[src/hdl/ostc_pkg.sv]
package ostc_pkg;

  // ****************************************
  // clock and timing
  // ****************************************
  localparam int unsigned CLK_HZ        = 25000000;             // system clock rate
  localparam int unsigned TICK_HZ       = 1000;                 // 1 ms timer resolution
  localparam int unsigned TICK_CYC      = CLK_HZ / TICK_HZ;     // cycles per ms tick
  localparam int unsigned CLUTCH_MS     = 3500;                 // clutch hold after trail
  localparam int unsigned LIFT_MS       = 6000;                 // lifter timeout
  localparam int unsigned LOWER_MS      = 30;                   // lowering step
  localparam int unsigned DEFLECT_MS    = 300;                  // deflector delay
  localparam int unsigned MS_W          = 13;                   // ms counter width

  // ****************************************
  // register map (byte addresses)
  // ****************************************
  localparam logic [7:0] A_CTRL   = 8'h00;  // command / routing
  localparam logic [7:0] A_STAT   = 8'h04;  // live state
  localparam logic [7:0] A_IRQ    = 8'h08;  // sticky events, w1c
  localparam logic [7:0] A_MASK   = 8'h0c;  // event mask
  localparam int unsigned CTRL_START = 0;   // write 1: drive start pulse
  localparam int unsigned CTRL_ERR   = 1;   // route to error tray
  localparam int unsigned CTRL_LARGE = 2;   // large paper size
  localparam int unsigned EV_W       = 4;   // number of event bits
  localparam logic [EV_W-1:0] EV_RST = 4'h0;
  localparam logic [1:0] RESP_OKAY   = 2'h0;
  localparam logic [1:0] RESP_SLVERR = 2'h2;

  // ****************************************
  // carriers
  // ****************************************
  typedef struct packed {
    logic lift_fault;    // lifter timed out
    logic tray_full;     // capacity switch closed
    logic deflect_ok;    // error tray sensor confirmed
    logic page_clear;    // print cleared delivery sensor
  } ostc_ev_t;

  typedef struct packed {
    logic switchback_exit_sensor;
    logic main_delivery_sensor;
    logic stack_level_sensor;
    logic small_paper_full_switch;
    logic large_paper_full_switch;
    logic tray_empty_sensor;
    logic error_tray_sensor;
  } ostc_sens_t;

  typedef enum logic [4:0] {
    LS_IDLE  = 5'h01,  // brake holds, motor off
    LS_RISE  = 5'h02,  // lifting toward level sensor
    LS_LOWER = 5'h04,  // short lowering step
    LS_HOLD  = 5'h08,  // braked, stacking
    LS_FULL  = 5'h10   // full or faulted, waits for start
  } ostc_lift_t;

endpackage : ostc_pkg

[src/hdl/ostc_sync.sv]
`timescale 1ns/10ps
// ****************************************
// two-flop synchroniser, one per bit
// ****************************************
module ostc_sync #(
  parameter int unsigned W = 1
) (
  // clock and reset
  input  wire logic         aclk,
  input  wire logic         aresetn,
  // data
  input  wire logic [W-1:0] d,
  output logic      [W-1:0] q
);
  logic [W-1:0] meta_r;  // first stage, read only by q

  // two stages
  always_ff @(posedge aclk) begin
    if (!aresetn) begin
      meta_r <= '0;
      q      <= '0;
    end else begin
      meta_r <= d;
      q      <= meta_r;
    end
  end
endmodule : ostc_sync

[src/hdl/ostc_timer.sv]
`timescale 1ns/10ps
// ****************************************
// millisecond down-counter, pulses done once
// ****************************************
module ostc_timer
  import ostc_pkg::*;
(
  // clock and reset
  input  wire logic            aclk,
  input  wire logic            aresetn,
  // control
  input  wire logic            tick,   // 1 ms strobe
  input  wire logic            load,   // start or restart
  input  wire logic            stop,   // abandon
  input  wire logic [MS_W-1:0] ms,     // duration in ms
  output logic                 done    // one-cycle pulse
);
  logic [MS_W-1:0] cnt_r;  // remaining ms
  logic            run_r;  // counting

  // count down on ticks
  always_ff @(posedge aclk) begin
    if (!aresetn) begin
      cnt_r <= '0;
      run_r <= 1'b0;
      done  <= 1'b0;
    end else begin
      done <= 1'b0;
      if (load) begin
        cnt_r <= ms;
        run_r <= 1'b1;
      end else if (stop) begin
        run_r <= 1'b0;
      end else if (run_r && tick) begin
        if (cnt_r <= MS_W'(1)) begin
          run_r <= 1'b0;
          done  <= 1'b1;
        end else begin
          cnt_r <= cnt_r - MS_W'(1);
        end
      end
    end
  end
endmodule : ostc_timer

[src/hdl/ostc_top.sv]
`timescale 1ns/10ps
// How it works
// main-tray print: deflector stays off
// delivery sensor sees print: clutch on
// clutch off 3.5 s after trailing edge
// printer discards page once sensor clears
// start: brake released, motor up
// level sensor active: motor off
// no level after 6 s: report fault
// lower 0.03 s, then brake on
// level active again: repeat lowering step
// size picks small or large switch
// full switch: report full, stop motor
// printer restarts tray after emptying
// error print: deflector on after 0.3 s
// error tray sensor confirms diversion
// printer says which tray per print
// all timing from 1 ms clock counters
// after full, rise only on new start
module ostc_top
  import ostc_pkg::*;
(
  // clock and reset
  input  wire logic            aclk,
  input  wire logic            aresetn,
  // axi4-lite write address
  input  wire logic [7:0]      s_axi_awaddr,
  input  wire logic            s_axi_awvalid,
  output logic                 s_axi_awready,
  // axi4-lite write data
  input  wire logic [31:0]     s_axi_wdata,
  input  wire logic [3:0]      s_axi_wstrb,
  input  wire logic            s_axi_wvalid,
  output logic                 s_axi_wready,
  // axi4-lite write response
  output logic [1:0]           s_axi_bresp,
  output logic                 s_axi_bvalid,
  input  wire logic            s_axi_bready,
  // axi4-lite read
  input  wire logic [7:0]      s_axi_araddr,
  input  wire logic            s_axi_arvalid,
  output logic                 s_axi_arready,
  output logic [31:0]          s_axi_rdata,
  output logic [1:0]           s_axi_rresp,
  output logic                 s_axi_rvalid,
  input  wire logic            s_axi_rready,
  // sensors from pins
  input  wire ostc_pkg::ostc_sens_t sens,
  // actuators
  output logic                 error_deflect_solenoid,
  output logic                 delivery_clutch,
  output logic                 tray_brake_solenoid,
  output logic                 tray_lift_motor_up,
  output logic                 tray_lift_motor_down,
  // interrupt
  output logic                 irq
);

  // ****************************************
  // sensor synchronisation and edges
  // ****************************************
  ostc_sens_t s;         // synchronised sensors
  ostc_sens_t s_d_r;     // previous sample

  ostc_sync #(.W($bits(ostc_sens_t))) u_sync (
    .aclk    (aclk),
    .aresetn (aresetn),
    .d       (sens),
    .q       (s)
  );

  // edge history
  always_ff @(posedge aclk) begin
    if (!aresetn) s_d_r <= '0;
    else          s_d_r <= s;
  end

  logic sb_fall;    // print cleared switchback exit
  logic md_rise;    // print reached delivery sensor
  logic md_fall;    // trailing edge cleared delivery
  logic lvl_rise;   // level sensor came on
  logic et_rise;    // error tray sensor hit
  assign sb_fall  = s_d_r.switchback_exit_sensor & ~s.switchback_exit_sensor;
  assign md_rise  = ~s_d_r.main_delivery_sensor & s.main_delivery_sensor;
  assign md_fall  = s_d_r.main_delivery_sensor & ~s.main_delivery_sensor;
  assign lvl_rise = ~s_d_r.stack_level_sensor & s.stack_level_sensor;
  assign et_rise  = ~s_d_r.error_tray_sensor & s.error_tray_sensor;

  // ****************************************
  // millisecond tick
  // ****************************************
  logic [15:0] pre_r;  // prescaler
  logic        tick_r; // 1 ms strobe

  // divide clock to 1 ms
  always_ff @(posedge aclk) begin
    if (!aresetn) begin
      pre_r  <= '0;
      tick_r <= 1'b0;
    end else if (pre_r == 16'(TICK_CYC - 1)) begin
      pre_r  <= '0;
      tick_r <= 1'b1;
    end else begin
      pre_r  <= pre_r + 16'h0001;
      tick_r <= 1'b0;
    end
  end

  // ****************************************
  // register bus
  // ****************************************
  logic            aw_hold_r, w_hold_r;  // captured halves
  logic [7:0]      awaddr_r;             // held write address
  logic [31:0]     wdata_r;              // held write data
  logic [3:0]      wstrb_r;              // held strobes
  logic            err_route_r;          // route to error tray
  logic            large_r;              // large paper size
  logic            start_p;              // drive start pulse
  logic [EV_W-1:0] ev_r, mask_r;         // sticky events, mask
  logic            wr_go;                // both halves present
  ostc_ev_t        ev_set;               // this cycle's events
  ostc_lift_t      st_r;                 // lifter state

  assign wr_go = aw_hold_r & w_hold_r & ~s_axi_bvalid;

  // write channel capture and response
  always_ff @(posedge aclk) begin
    if (!aresetn) begin
      aw_hold_r     <= 1'b0;
      w_hold_r      <= 1'b0;
      awaddr_r      <= '0;
      wdata_r       <= '0;
      wstrb_r       <= '0;
      s_axi_awready <= 1'b0;
      s_axi_wready  <= 1'b0;
      s_axi_bvalid  <= 1'b0;
      s_axi_bresp   <= RESP_OKAY;
    end else begin
      s_axi_awready <= ~aw_hold_r & ~s_axi_awready & s_axi_awvalid;
      s_axi_wready  <= ~w_hold_r & ~s_axi_wready & s_axi_wvalid;
      if (s_axi_awvalid && s_axi_awready) begin
        aw_hold_r <= 1'b1;
        awaddr_r  <= s_axi_awaddr;
      end
      if (s_axi_wvalid && s_axi_wready) begin
        w_hold_r <= 1'b1;
        wdata_r  <= s_axi_wdata;
        wstrb_r  <= s_axi_wstrb;
      end
      if (wr_go) begin
        aw_hold_r    <= 1'b0;
        w_hold_r     <= 1'b0;
        s_axi_bvalid <= 1'b1;
        s_axi_bresp  <= (awaddr_r == A_CTRL || awaddr_r == A_IRQ || awaddr_r == A_MASK) ? RESP_OKAY : RESP_SLVERR;
      end else if (s_axi_bvalid && s_axi_bready) begin
        s_axi_bvalid <= 1'b0;
      end
    end
  end

  // control register and start pulse
  always_ff @(posedge aclk) begin
    if (!aresetn) begin
      err_route_r <= 1'b0;
      large_r     <= 1'b0;
      start_p     <= 1'b0;
      mask_r      <= EV_RST;
    end else begin
      start_p <= 1'b0;
      if (wr_go && wstrb_r[0]) begin
        if (awaddr_r == A_CTRL) begin
          start_p     <= wdata_r[CTRL_START];
          err_route_r <= wdata_r[CTRL_ERR];
          large_r     <= wdata_r[CTRL_LARGE];
        end
        if (awaddr_r == A_MASK) mask_r <= wdata_r[EV_W-1:0];
      end
    end
  end

  // sticky events, set wins over write-one-clear
  always_ff @(posedge aclk) begin
    if (!aresetn) begin
      ev_r <= EV_RST;
    end else if (wr_go && wstrb_r[0] && awaddr_r == A_IRQ) begin
      ev_r <= (ev_r & ~wdata_r[EV_W-1:0]) | ev_set;
    end else begin
      ev_r <= ev_r | ev_set;
    end
  end

  // irq level
  always_ff @(posedge aclk) begin
    if (!aresetn) irq <= 1'b0;
    else          irq <= |((ev_r | ev_set) & mask_r);
  end

  // read channel
  always_ff @(posedge aclk) begin
    if (!aresetn) begin
      s_axi_arready <= 1'b0;
      s_axi_rvalid  <= 1'b0;
      s_axi_rdata   <= '0;
      s_axi_rresp   <= RESP_OKAY;
    end else begin
      s_axi_arready <= ~s_axi_arready & ~s_axi_rvalid & s_axi_arvalid;
      if (s_axi_arvalid && s_axi_arready) begin
        s_axi_rvalid <= 1'b1;
        s_axi_rresp  <= RESP_OKAY;
        case (s_axi_araddr)
          A_CTRL:  s_axi_rdata <= {29'h0, large_r, err_route_r, 1'b0};
          A_STAT:  s_axi_rdata <= {20'h0, s, st_r};
          A_IRQ:   s_axi_rdata <= {28'h0, ev_r};
          A_MASK:  s_axi_rdata <= {28'h0, mask_r};
          default: begin
            s_axi_rdata <= '0;
            s_axi_rresp <= RESP_SLVERR;
          end
        endcase
      end else if (s_axi_rvalid && s_axi_rready) begin
        s_axi_rvalid <= 1'b0;
      end
    end
  end

  // ****************************************
  // delivery path
  // ****************************************
  logic clutch_done, defl_done, lower_done, lift_done;
  logic full_sw;   // applicable capacity switch

  // hold clutch 3.5 s after the trailing edge
  ostc_timer u_clutch (
    .aclk (aclk), .aresetn (aresetn), .tick (tick_r),
    .load (md_fall), .stop (md_rise),
    .ms (MS_W'(CLUTCH_MS)), .done (clutch_done)
  );

  // clutch drive
  always_ff @(posedge aclk) begin
    if (!aresetn)         delivery_clutch <= 1'b0;
    else if (md_rise)     delivery_clutch <= 1'b1;
    else if (clutch_done) delivery_clutch <= 1'b0;
  end

  // deflector delay only for error-tray prints
  ostc_timer u_defl (
    .aclk (aclk), .aresetn (aresetn), .tick (tick_r),
    .load (sb_fall & err_route_r), .stop (1'b0),
    .ms (MS_W'(DEFLECT_MS)), .done (defl_done)
  );

  // deflector drive, released when the error tray sees paper
  always_ff @(posedge aclk) begin
    if (!aresetn)                          error_deflect_solenoid <= 1'b0;
    else if (defl_done)                    error_deflect_solenoid <= 1'b1;
    else if (et_rise || (sb_fall && !err_route_r)) error_deflect_solenoid <= 1'b0;
  end

  // ****************************************
  // lifter
  // ****************************************
  assign full_sw = large_r ? s.large_paper_full_switch : s.small_paper_full_switch;

  ostc_timer u_lift (
    .aclk (aclk), .aresetn (aresetn), .tick (tick_r),
    .load (start_p), .stop (st_r != LS_RISE),
    .ms (MS_W'(LIFT_MS)), .done (lift_done)
  );
  ostc_timer u_lower (
    .aclk (aclk), .aresetn (aresetn), .tick (tick_r),
    .load ((st_r == LS_RISE && s.stack_level_sensor) || (st_r == LS_HOLD && lvl_rise)),
    .stop (1'b0), .ms (MS_W'(LOWER_MS)), .done (lower_done)
  );

  // lifter sequence
  always_ff @(posedge aclk) begin
    if (!aresetn) begin
      st_r <= LS_IDLE;
    end else if (start_p) begin
      st_r <= LS_RISE;
    end else begin
      case (st_r)
        LS_RISE: begin
          if (full_sw)                    st_r <= LS_FULL;
          else if (s.stack_level_sensor)  st_r <= LS_LOWER;
          else if (lift_done)             st_r <= LS_FULL;
        end
        LS_LOWER: begin
          if (full_sw)         st_r <= LS_FULL;
          else if (lower_done) st_r <= LS_HOLD;
        end
        LS_HOLD: begin
          if (full_sw)       st_r <= LS_FULL;
          else if (lvl_rise) st_r <= LS_LOWER;
        end
        LS_IDLE, LS_FULL: st_r <= st_r;
        default: st_r <= LS_IDLE;
      endcase
    end
  end

  // actuator outputs from state
  always_ff @(posedge aclk) begin
    if (!aresetn) begin
      tray_brake_solenoid  <= 1'b0;
      tray_lift_motor_up   <= 1'b0;
      tray_lift_motor_down <= 1'b0;
    end else begin
      tray_brake_solenoid  <= (st_r == LS_RISE) || (st_r == LS_LOWER);
      tray_lift_motor_up   <= (st_r == LS_RISE) && !s.stack_level_sensor && !full_sw;
      tray_lift_motor_down <= (st_r == LS_LOWER) && !full_sw;
    end
  end

  // ****************************************
  // status events
  // ****************************************
  always_comb begin
    ev_set            = '0;
    ev_set.page_clear = md_fall;
    ev_set.deflect_ok = et_rise;
    ev_set.tray_full  = full_sw && (st_r == LS_RISE || st_r == LS_LOWER || st_r == LS_HOLD);
    ev_set.lift_fault = (st_r == LS_RISE) && lift_done && !s.stack_level_sensor && !full_sw;
  end

endmodule : ostc_top

[config.mk]
export PLATFORM = sky130hd
export DESIGN_NAME = ostc_top
export DESIGN_NICKNAME = d
export VERILOG_FILES = /design/src/hdl/ostc_pkg.sv /design/src/hdl/ostc_sync.sv /design/src/hdl/ostc_timer.sv /design/src/hdl/ostc_top.sv
export SDC_FILE = /design/constraint.sdc
export NUM_CORES = 1
export LEC_CHECK = 0
export BUFFER_PORTS_ARGS = -buffer_cell sky130_fd_sc_hd__buf_2
export CAP_MARGIN = 30
export CORE_UTILIZATION = 60
export CTS_CLUSTER_SIZE = 14
export DETAILED_ROUTE_END_ITERATION = 16
export GPL_TIMING_DRIVEN = 0
export PLACE_DENSITY = 0.84
export SLEW_MARGIN = 10
export SYNTH_ARGS = -nofsm -noshare
export SYNTH_HDL_FRONTEND = slang
export SYNTH_SLANG_ARGS = --single-unit
[constraint.sdc]
create_clock -name aclk -period 4.96 [get_ports aclk]
set_input_delay 1.24 -clock aclk [delete_from_list [all_inputs] [get_ports aclk]]
set_output_delay 1.24 -clock aclk [all_outputs]
set_load 0.005 [all_outputs]
* Word level (Yosys, flattened, before mapping)
Index checks and enable logic that the tools add are counted.
** Storage, ports and cells
- Register bits :: 173
- Bits of input ports :: 66
- Output and inout bits :: 47
- Logic and storage cells :: 258
** Cells by class
- Add/sub/neg operators :: 5
- Magnitude comparators :: 4
- Equal/unequal tests :: 25
- Multiplexer cells :: 55
- Bitwise gates (word level) :: 43
- Reductions and logical operators :: 76
** Operator list (number)
- 13-bit by 1-bit <= comparator with 1-bit output (second input constant) :: 4
- 13-bit two-way mux :: 4
- 13-bit by 1-bit subtractor with 13-bit output (second input constant) :: 4
- 5-bit two-way mux :: 10
- 12-bit two-way mux :: 4
- 12-bit one-hot mux with 4 select lines :: 1
- 8-bit by 4-bit == test with 1-bit output (second input constant) :: 4
- 1-bit two-way mux :: 28
- 9-bit two-way mux :: 3
- 1-bit NOT :: 24
- 1-bit logical AND :: 21
- 5-bit one-hot mux with 4 select lines :: 1
- 2-bit AND reduction :: 10
- 2-bit nonzero test :: 10
- 16-bit by 1-bit adder with 16-bit output (second input constant) :: 1
- 16-bit by 15-bit == test with 1-bit output (second input constant) :: 1
- 8-bit zero test :: 2
- 4-bit OR reduction :: 4
- 3-bit AND reduction :: 5
- 1-bit AND :: 14
- 2-bit OR reduction :: 7
- 3-bit nonzero test :: 4
- 4-bit AND :: 2
- 8-bit by 3-bit == test with 1-bit output (second input constant) :: 1
- other kinds (22) :: 39

* Logic depth before layout (Yosys ltp)
- Depth in word-level cells :: 7
- Gate-level depth with buffers :: 8
- Depth with buffers taken out :: 7

* Modules after synthesis
From an unflattened synthesis, not the netlist that was laid out.
** Unflattened totals
- Cell total of the unflattened synthesis :: 883
- Area total of the unflattened synthesis :: 7504.7 sq um
** Modules (own cells, without submodules)
- ostc_timer :: instances 4, cells each 116, area an instance 945.9 sq um, sequential area each 300.3 sq um
- ostc_top :: instances 1, cells each 390, area an instance 3329.4 sq um, sequential area each 1541.5 sq um
- ostc_sync :: instances 1, cells each 29, area an instance 391.6 sq um, sequential area each 280.3 sq um

* Worst setup path after synthesis
Ideal clock, no wire load.
- Kind :: in2reg
- From :: input s_axi_araddr[5]
- To :: register s_axi_rdata[10]
- Setup time :: 0.067 ns
- Arrival :: 2.335 ns
- Required time :: 4.893 ns
- Path slack :: 2.558 ns
- Stages :: 5
- Buffers on the path :: 0
- Path through :: nor4_1 > nand2_1 > nor3b_1 > a22oi_1 > nor2_1
** Between the ends
- Cells in the longest elaborated chain, start to end :: 2
- Elaborated cells on any way between the ends :: 5
- Classes of those cells :: 3 x eq/ne; 1 x mux; 1 x reduce/logical
** RTL lines
- from (decl) :: line ostc_top.sv:40 : input wire logic [7:0] s_axi_araddr,
- 8-bit by 4-bit == test with 1-bit output, or another cell as far along :: line ostc_top.sv:210 : case (s_axi_araddr)
- 12-bit one-hot mux with 4 select lines * :: line ostc_top.sv:210
- to (signal assigned) :: line ostc_top.sv:211 : A_CTRL: s_axi_rdata <= {29'h0, large_r, err_route_r, 1'b0};
- to (signal assigned) :: line ostc_top.sv:212 : A_STAT: s_axi_rdata <= {20'h0, s, st_r};
- to (signal assigned) :: line ostc_top.sv:213 : A_IRQ: s_axi_rdata <= {28'h0, ev_r};
- to (decl) :: line ostc_top.sv:43 : output logic [31:0] s_axi_rdata,
Every way passes the cells marked *; elsewhere a longest branch is shown, timed or not.
A chain may end at the register's enable or synchronous reset.

* Worst setup path after layout
- From :: register u_clutch.cnt_r[2]
- To :: register u_clutch.cnt_r[3]
** Between the ends
- Cells in the longest elaborated chain, start to end :: 5
- Elaborated cells on any way between the ends :: 8
- Classes of those cells :: 1 x add/sub; 1 x order compare; 1 x eq/ne; 4 x mux; 1 x reduce/logical
** RTL lines
- from (decl) :: line ostc_timer.sv:18 : logic [MS_W-1:0] cnt_r;
- from (signal assigned) :: line ostc_timer.sv:30 : cnt_r <= ms;
- from (signal assigned) :: line ostc_timer.sv:39 : cnt_r <= cnt_r - MS_W'(1);
- 13-bit by 1-bit subtractor with 13-bit output :: line ostc_timer.sv:39
- 12-bit two-way mux :: line ostc_timer.sv:35 : if (cnt_r <= MS_W'(1)) begin
- 12-bit two-way mux :: line ostc_timer.sv:34 : end else if (run_r && tick) begin
- 12-bit two-way mux :: line ostc_timer.sv:32 : end else if (stop) begin
- 12-bit two-way mux :: line ostc_timer.sv:29 : if (load) begin
Several ways; a longest one is shown, not always the timed one. The select of a mux whose other input is x is not followed.

==> impl_metrics.toml <==
[place]
io_buffers = 57
hpwlAfterDp_mm = 10.47
gp_congestion = 0.8966

[route]
met3_length_um = 774
met1Wirelength_mm = 6.372
dr.pass1.iters = 5
drc_errors = 0
wirelength_mm = 15.11
num_vias = 5636
drt_iter0_drc = 461
ant_nets = 0
wl_per_cell_um = 15.37
via_per_inst = 5.733
dr.max_layer_used = "met4"
wl_met2_mm = 7.651

[logic_synthesis]
synthTopCellsByCount = "151 x dfxtp_1, 89 x nor2_1, 52 x a21oi_1"
ys_seq_elements = 151
yosys.area.top_type = "dfxtp_1"
syn_area_per_cell_sq_um = 8.964
synth_cell_types = 64
yosys-top-cells-area = "dfxtp_1 46%, nor2_1 5.1%, xnor2_1 4.8%, a21oi_1 3.9%, nand2_1 2.7%"
ys_seq_area_share_pct = 45.76
syn_inst = 737
synthArstFlopShare_pct = 0
synth_warnings = 0
synth_ff_type = "dfxtp_1"
syn_area_sq_mm = 0.006606
synth-edff-count = 0
yosysTopAreaCellShare_pct = 45.76
synthMostInstantiatedCell = "dfxtp_1"

[worst_setup_path]
path_buf_inv = 0
critPathSlowestCell = "nor3_1"
critPathRequiredTime_ns = 5.35
end_kind = "flip-flop"
crit_family = "simple AND/OR/NAND/NOR gates"
start_kind = "flip-flop"
path_class = "reg2reg"
path_cells = "or4_4 > nor3_1 > a211oi_1 > xnor2_1 > a21oi_1"
crit_fanout = 8
arrival_ns = 2.71
max_stage_delay_ns = 0.70

[final_layout]
final_core_util_pct = 73.29
syn_to_final_growth_pct = 16.59
drive_above_1_share_pct = 16.29
num_antenna_cells = 0
nFillCells = 758
nNetsFinal = 911

[floorplanning]
start_util_pct = 62.86
die_w_um = 106.9
io_pins = 113
die_area_sq_mm = 0.01143
core_area_sq_mm = 0.01051
die_h_um = 106.9
rows = 37

[cts]
clock_sinks = 151
path_clk_slew_ns = 0.06
cts_root_buffer = "clkbuf_8"
tritoncts = "yes"
insertion_delay_ns = 0.53
cts_buffers = 17
postCtsHoldBufs = 0
postCtsSetupBuffers = 0
cts_resized = 0
clockBufferDepth = 2
htreeDepth = 4

[power]
ir_worst_vdd_uv = 324.4
p_leak_uw = 0.003020
p_per_area_mw_per_mm2 = 336.8

[status]
status = "finished, final reports clean"

[sta]
finClkSkew_ns = 0.007450
rsz0062_at_grt = "false"
fmax_mhz = 432.0
period_share_pct = 46.67
maxSlewViolCount = 0
hold_viol_final = 0
relSlewSlack_pct = 37.80
layout_min_cycle_time_ns = 2.315
worst_pin_slew_ns = 0.9310
setup_viol_count_final = 0
tns_ns = 0

[hold_path]
hold_path.class = "reg2reg"

[global_route]
grt_pass1_vias = 5534
groute.usage.overall_pct = 27.58
antenna_found_initial = 0
grt_max_degree = 17
grt_pass1_wl_mm = 24.98
gr-total-overflow = 0

[job]
drv_cap = 0
-- power breakdown --
part           internal [uW]  total, uW  switching [uW]  leakage [uW]
Combinational           50.8        124            72.7       0.00152
Clock                    727       1230             498      0.000275
Sequential              1230       1250            13.7       0.00122
Total                   2010       2590             585       0.00302
-- worst register-to-register path: cells and delay by family, from the launching register on --
| family | cells | cell delay [ns] |
|---|---|---|
| flops | 1 | 0.36 |
| xor+xnor | 1 | 0.22 |
| compound gates | 2 | 0.32 |
| simple gates | 2 | 1.27 |
-- final cells by class --
cell class | instances | area [sq um] | area share (%)
clock inverters | 12 | 126.4 | 1.641
plain buffers | 50 | 285.3 | 3.704
inverters | 16 | 60.06 | 0.7797
multi-input cells | 541 | 3317 | 43.06
clock buffers | 20 | 435.4 | 5.653
well taps | 136 | 170.2 | 2.209
flip-flops and latches | 151 | 3023 | 39.25
repair buffers | 57 | 285.3 | 3.704
-- routing by layer --
layer,vias to the layer above,global-route usage (%)
met5,-,0
met4,0,10.27
met3,26,6.383
met2,192,49.12
met1,2650,32.08
li1,2768,-
-- registers in the layout (all words and copies together) (netlist names), 4 cells and up --
register and cells:
awaddr_r 8, ev_r 4, mask_r 4, pre_r 16
s_axi_rdata 12, s_d_r 4, st_r 5, u_clutch.cnt_r 13
u_defl.cnt_r 13, u_lift.cnt_r 13, u_lower.cnt_r 13, u_sync.meta_r 7
u_sync.q 7, wdata_r 4
-- logic make-up (layout without fill, tap and decap cells) --
family | count (synthesis) | count (layout) | share of synthesized area [%]
flip-flops | 151 | 151 | 45.76
other | 1 | 22 | 0.05676
AO/OA/AOI/OAI | 137 | 137 | 13.45
AND/OR/NAND/NOR | 304 | 304 | 23.86
adder cells (fa/ha/maj) | 11 | 11 | 2.083
buffers and inverters | 66 | 155 | 5.227
multiplexers | 13 | 13 | 2.405
XOR/XNOR | 54 | 54 | 7.159
-- path summary, 6_finish.rpt --
path | start | end | slack, ns | cells past startpoint
setup / recovery | u_clutch.cnt_r[2]$_SDFFE_PN0P_ | u_clutch.cnt_r[3]$_SDFFE_PN0P_ | 2.65 | 5
hold / removal | u_sync.meta_r[0]$_SDFF_PN0_ | u_sync.q[0]$_SDFF_PN0_ | 0.43 | 1
setup reg to reg | u_clutch.cnt_r[2]$_SDFFE_PN0P_ | u_clutch.cnt_r[3]$_SDFFE_PN0P_ | 2.65 | 5
hold reg to reg | u_sync.meta_r[0]$_SDFF_PN0_ | u_sync.q[0]$_SDFF_PN0_ | 0.43 | 1
-- stage by stage --
stage	power [uW]	area, sq um	std cells	worst slack (ns)	hold slack, ns
3_3_place_gp	1386	7141	951	2.187	0.4179
5_1_grt	2677	7702	983	2.454	0.4589
6_report	2595	7702	983	2.645	0.4346
4_1_cts	2600	7702	983	2.649	0.4375
3_5_place_dp	1392	7141	951	2.115	0.4218
2_1_floorplan	1351	6685	758	2.558	0.4119
-- cell usage in the layout (no fill, tap or decap), types with 3 or more instances in the layout --
master | synthesis | routed
a211oi_1 | 9 | 9
ha_1 | 11 | 11
and2_1 | 19 | 19
a31oi_1 | 12 | 12
a22oi_1 | 12 | 12
o21ba_2 | 3 | 3
o31ai_1 | 4 | 4
buf_4 | 23 | 23
clkbuf_16 | 0 | 16
nand4_1 | 8 | 8
mux2i_1 | 8 | 8
xnor2_1 | 36 | 36
o21ai_0 | 13 | 13
clkinv_2 | 0 | 5
conb_1 | 1 | 22
buf_2 | 3 | 60
nor4b_1 | 3 | 3
o211ai_1 | 4 | 4
inv_1 | 14 | 14
nor2_1 | 89 | 89
and3_1 | 6 | 6
nor4_1 | 15 | 15
dfxtp_1 | 151 | 151
or2_2 | 4 | 4
a2111oi_0 | 6 | 6
mux2_2 | 3 | 3
or3_1 | 12 | 12
nor3b_1 | 4 | 4
o21a_1 | 7 | 7
or4_1 | 14 | 14
nand2_1 | 48 | 48
nand2b_1 | 10 | 10
clkbuf_1 | 22 | 24
xor2_1 | 18 | 18
nor2b_1 | 3 | 3
nor3_1 | 23 | 23
a21oi_1 | 52 | 52
nand3_1 | 32 | 32
Power figures use the tool's default switching activity.
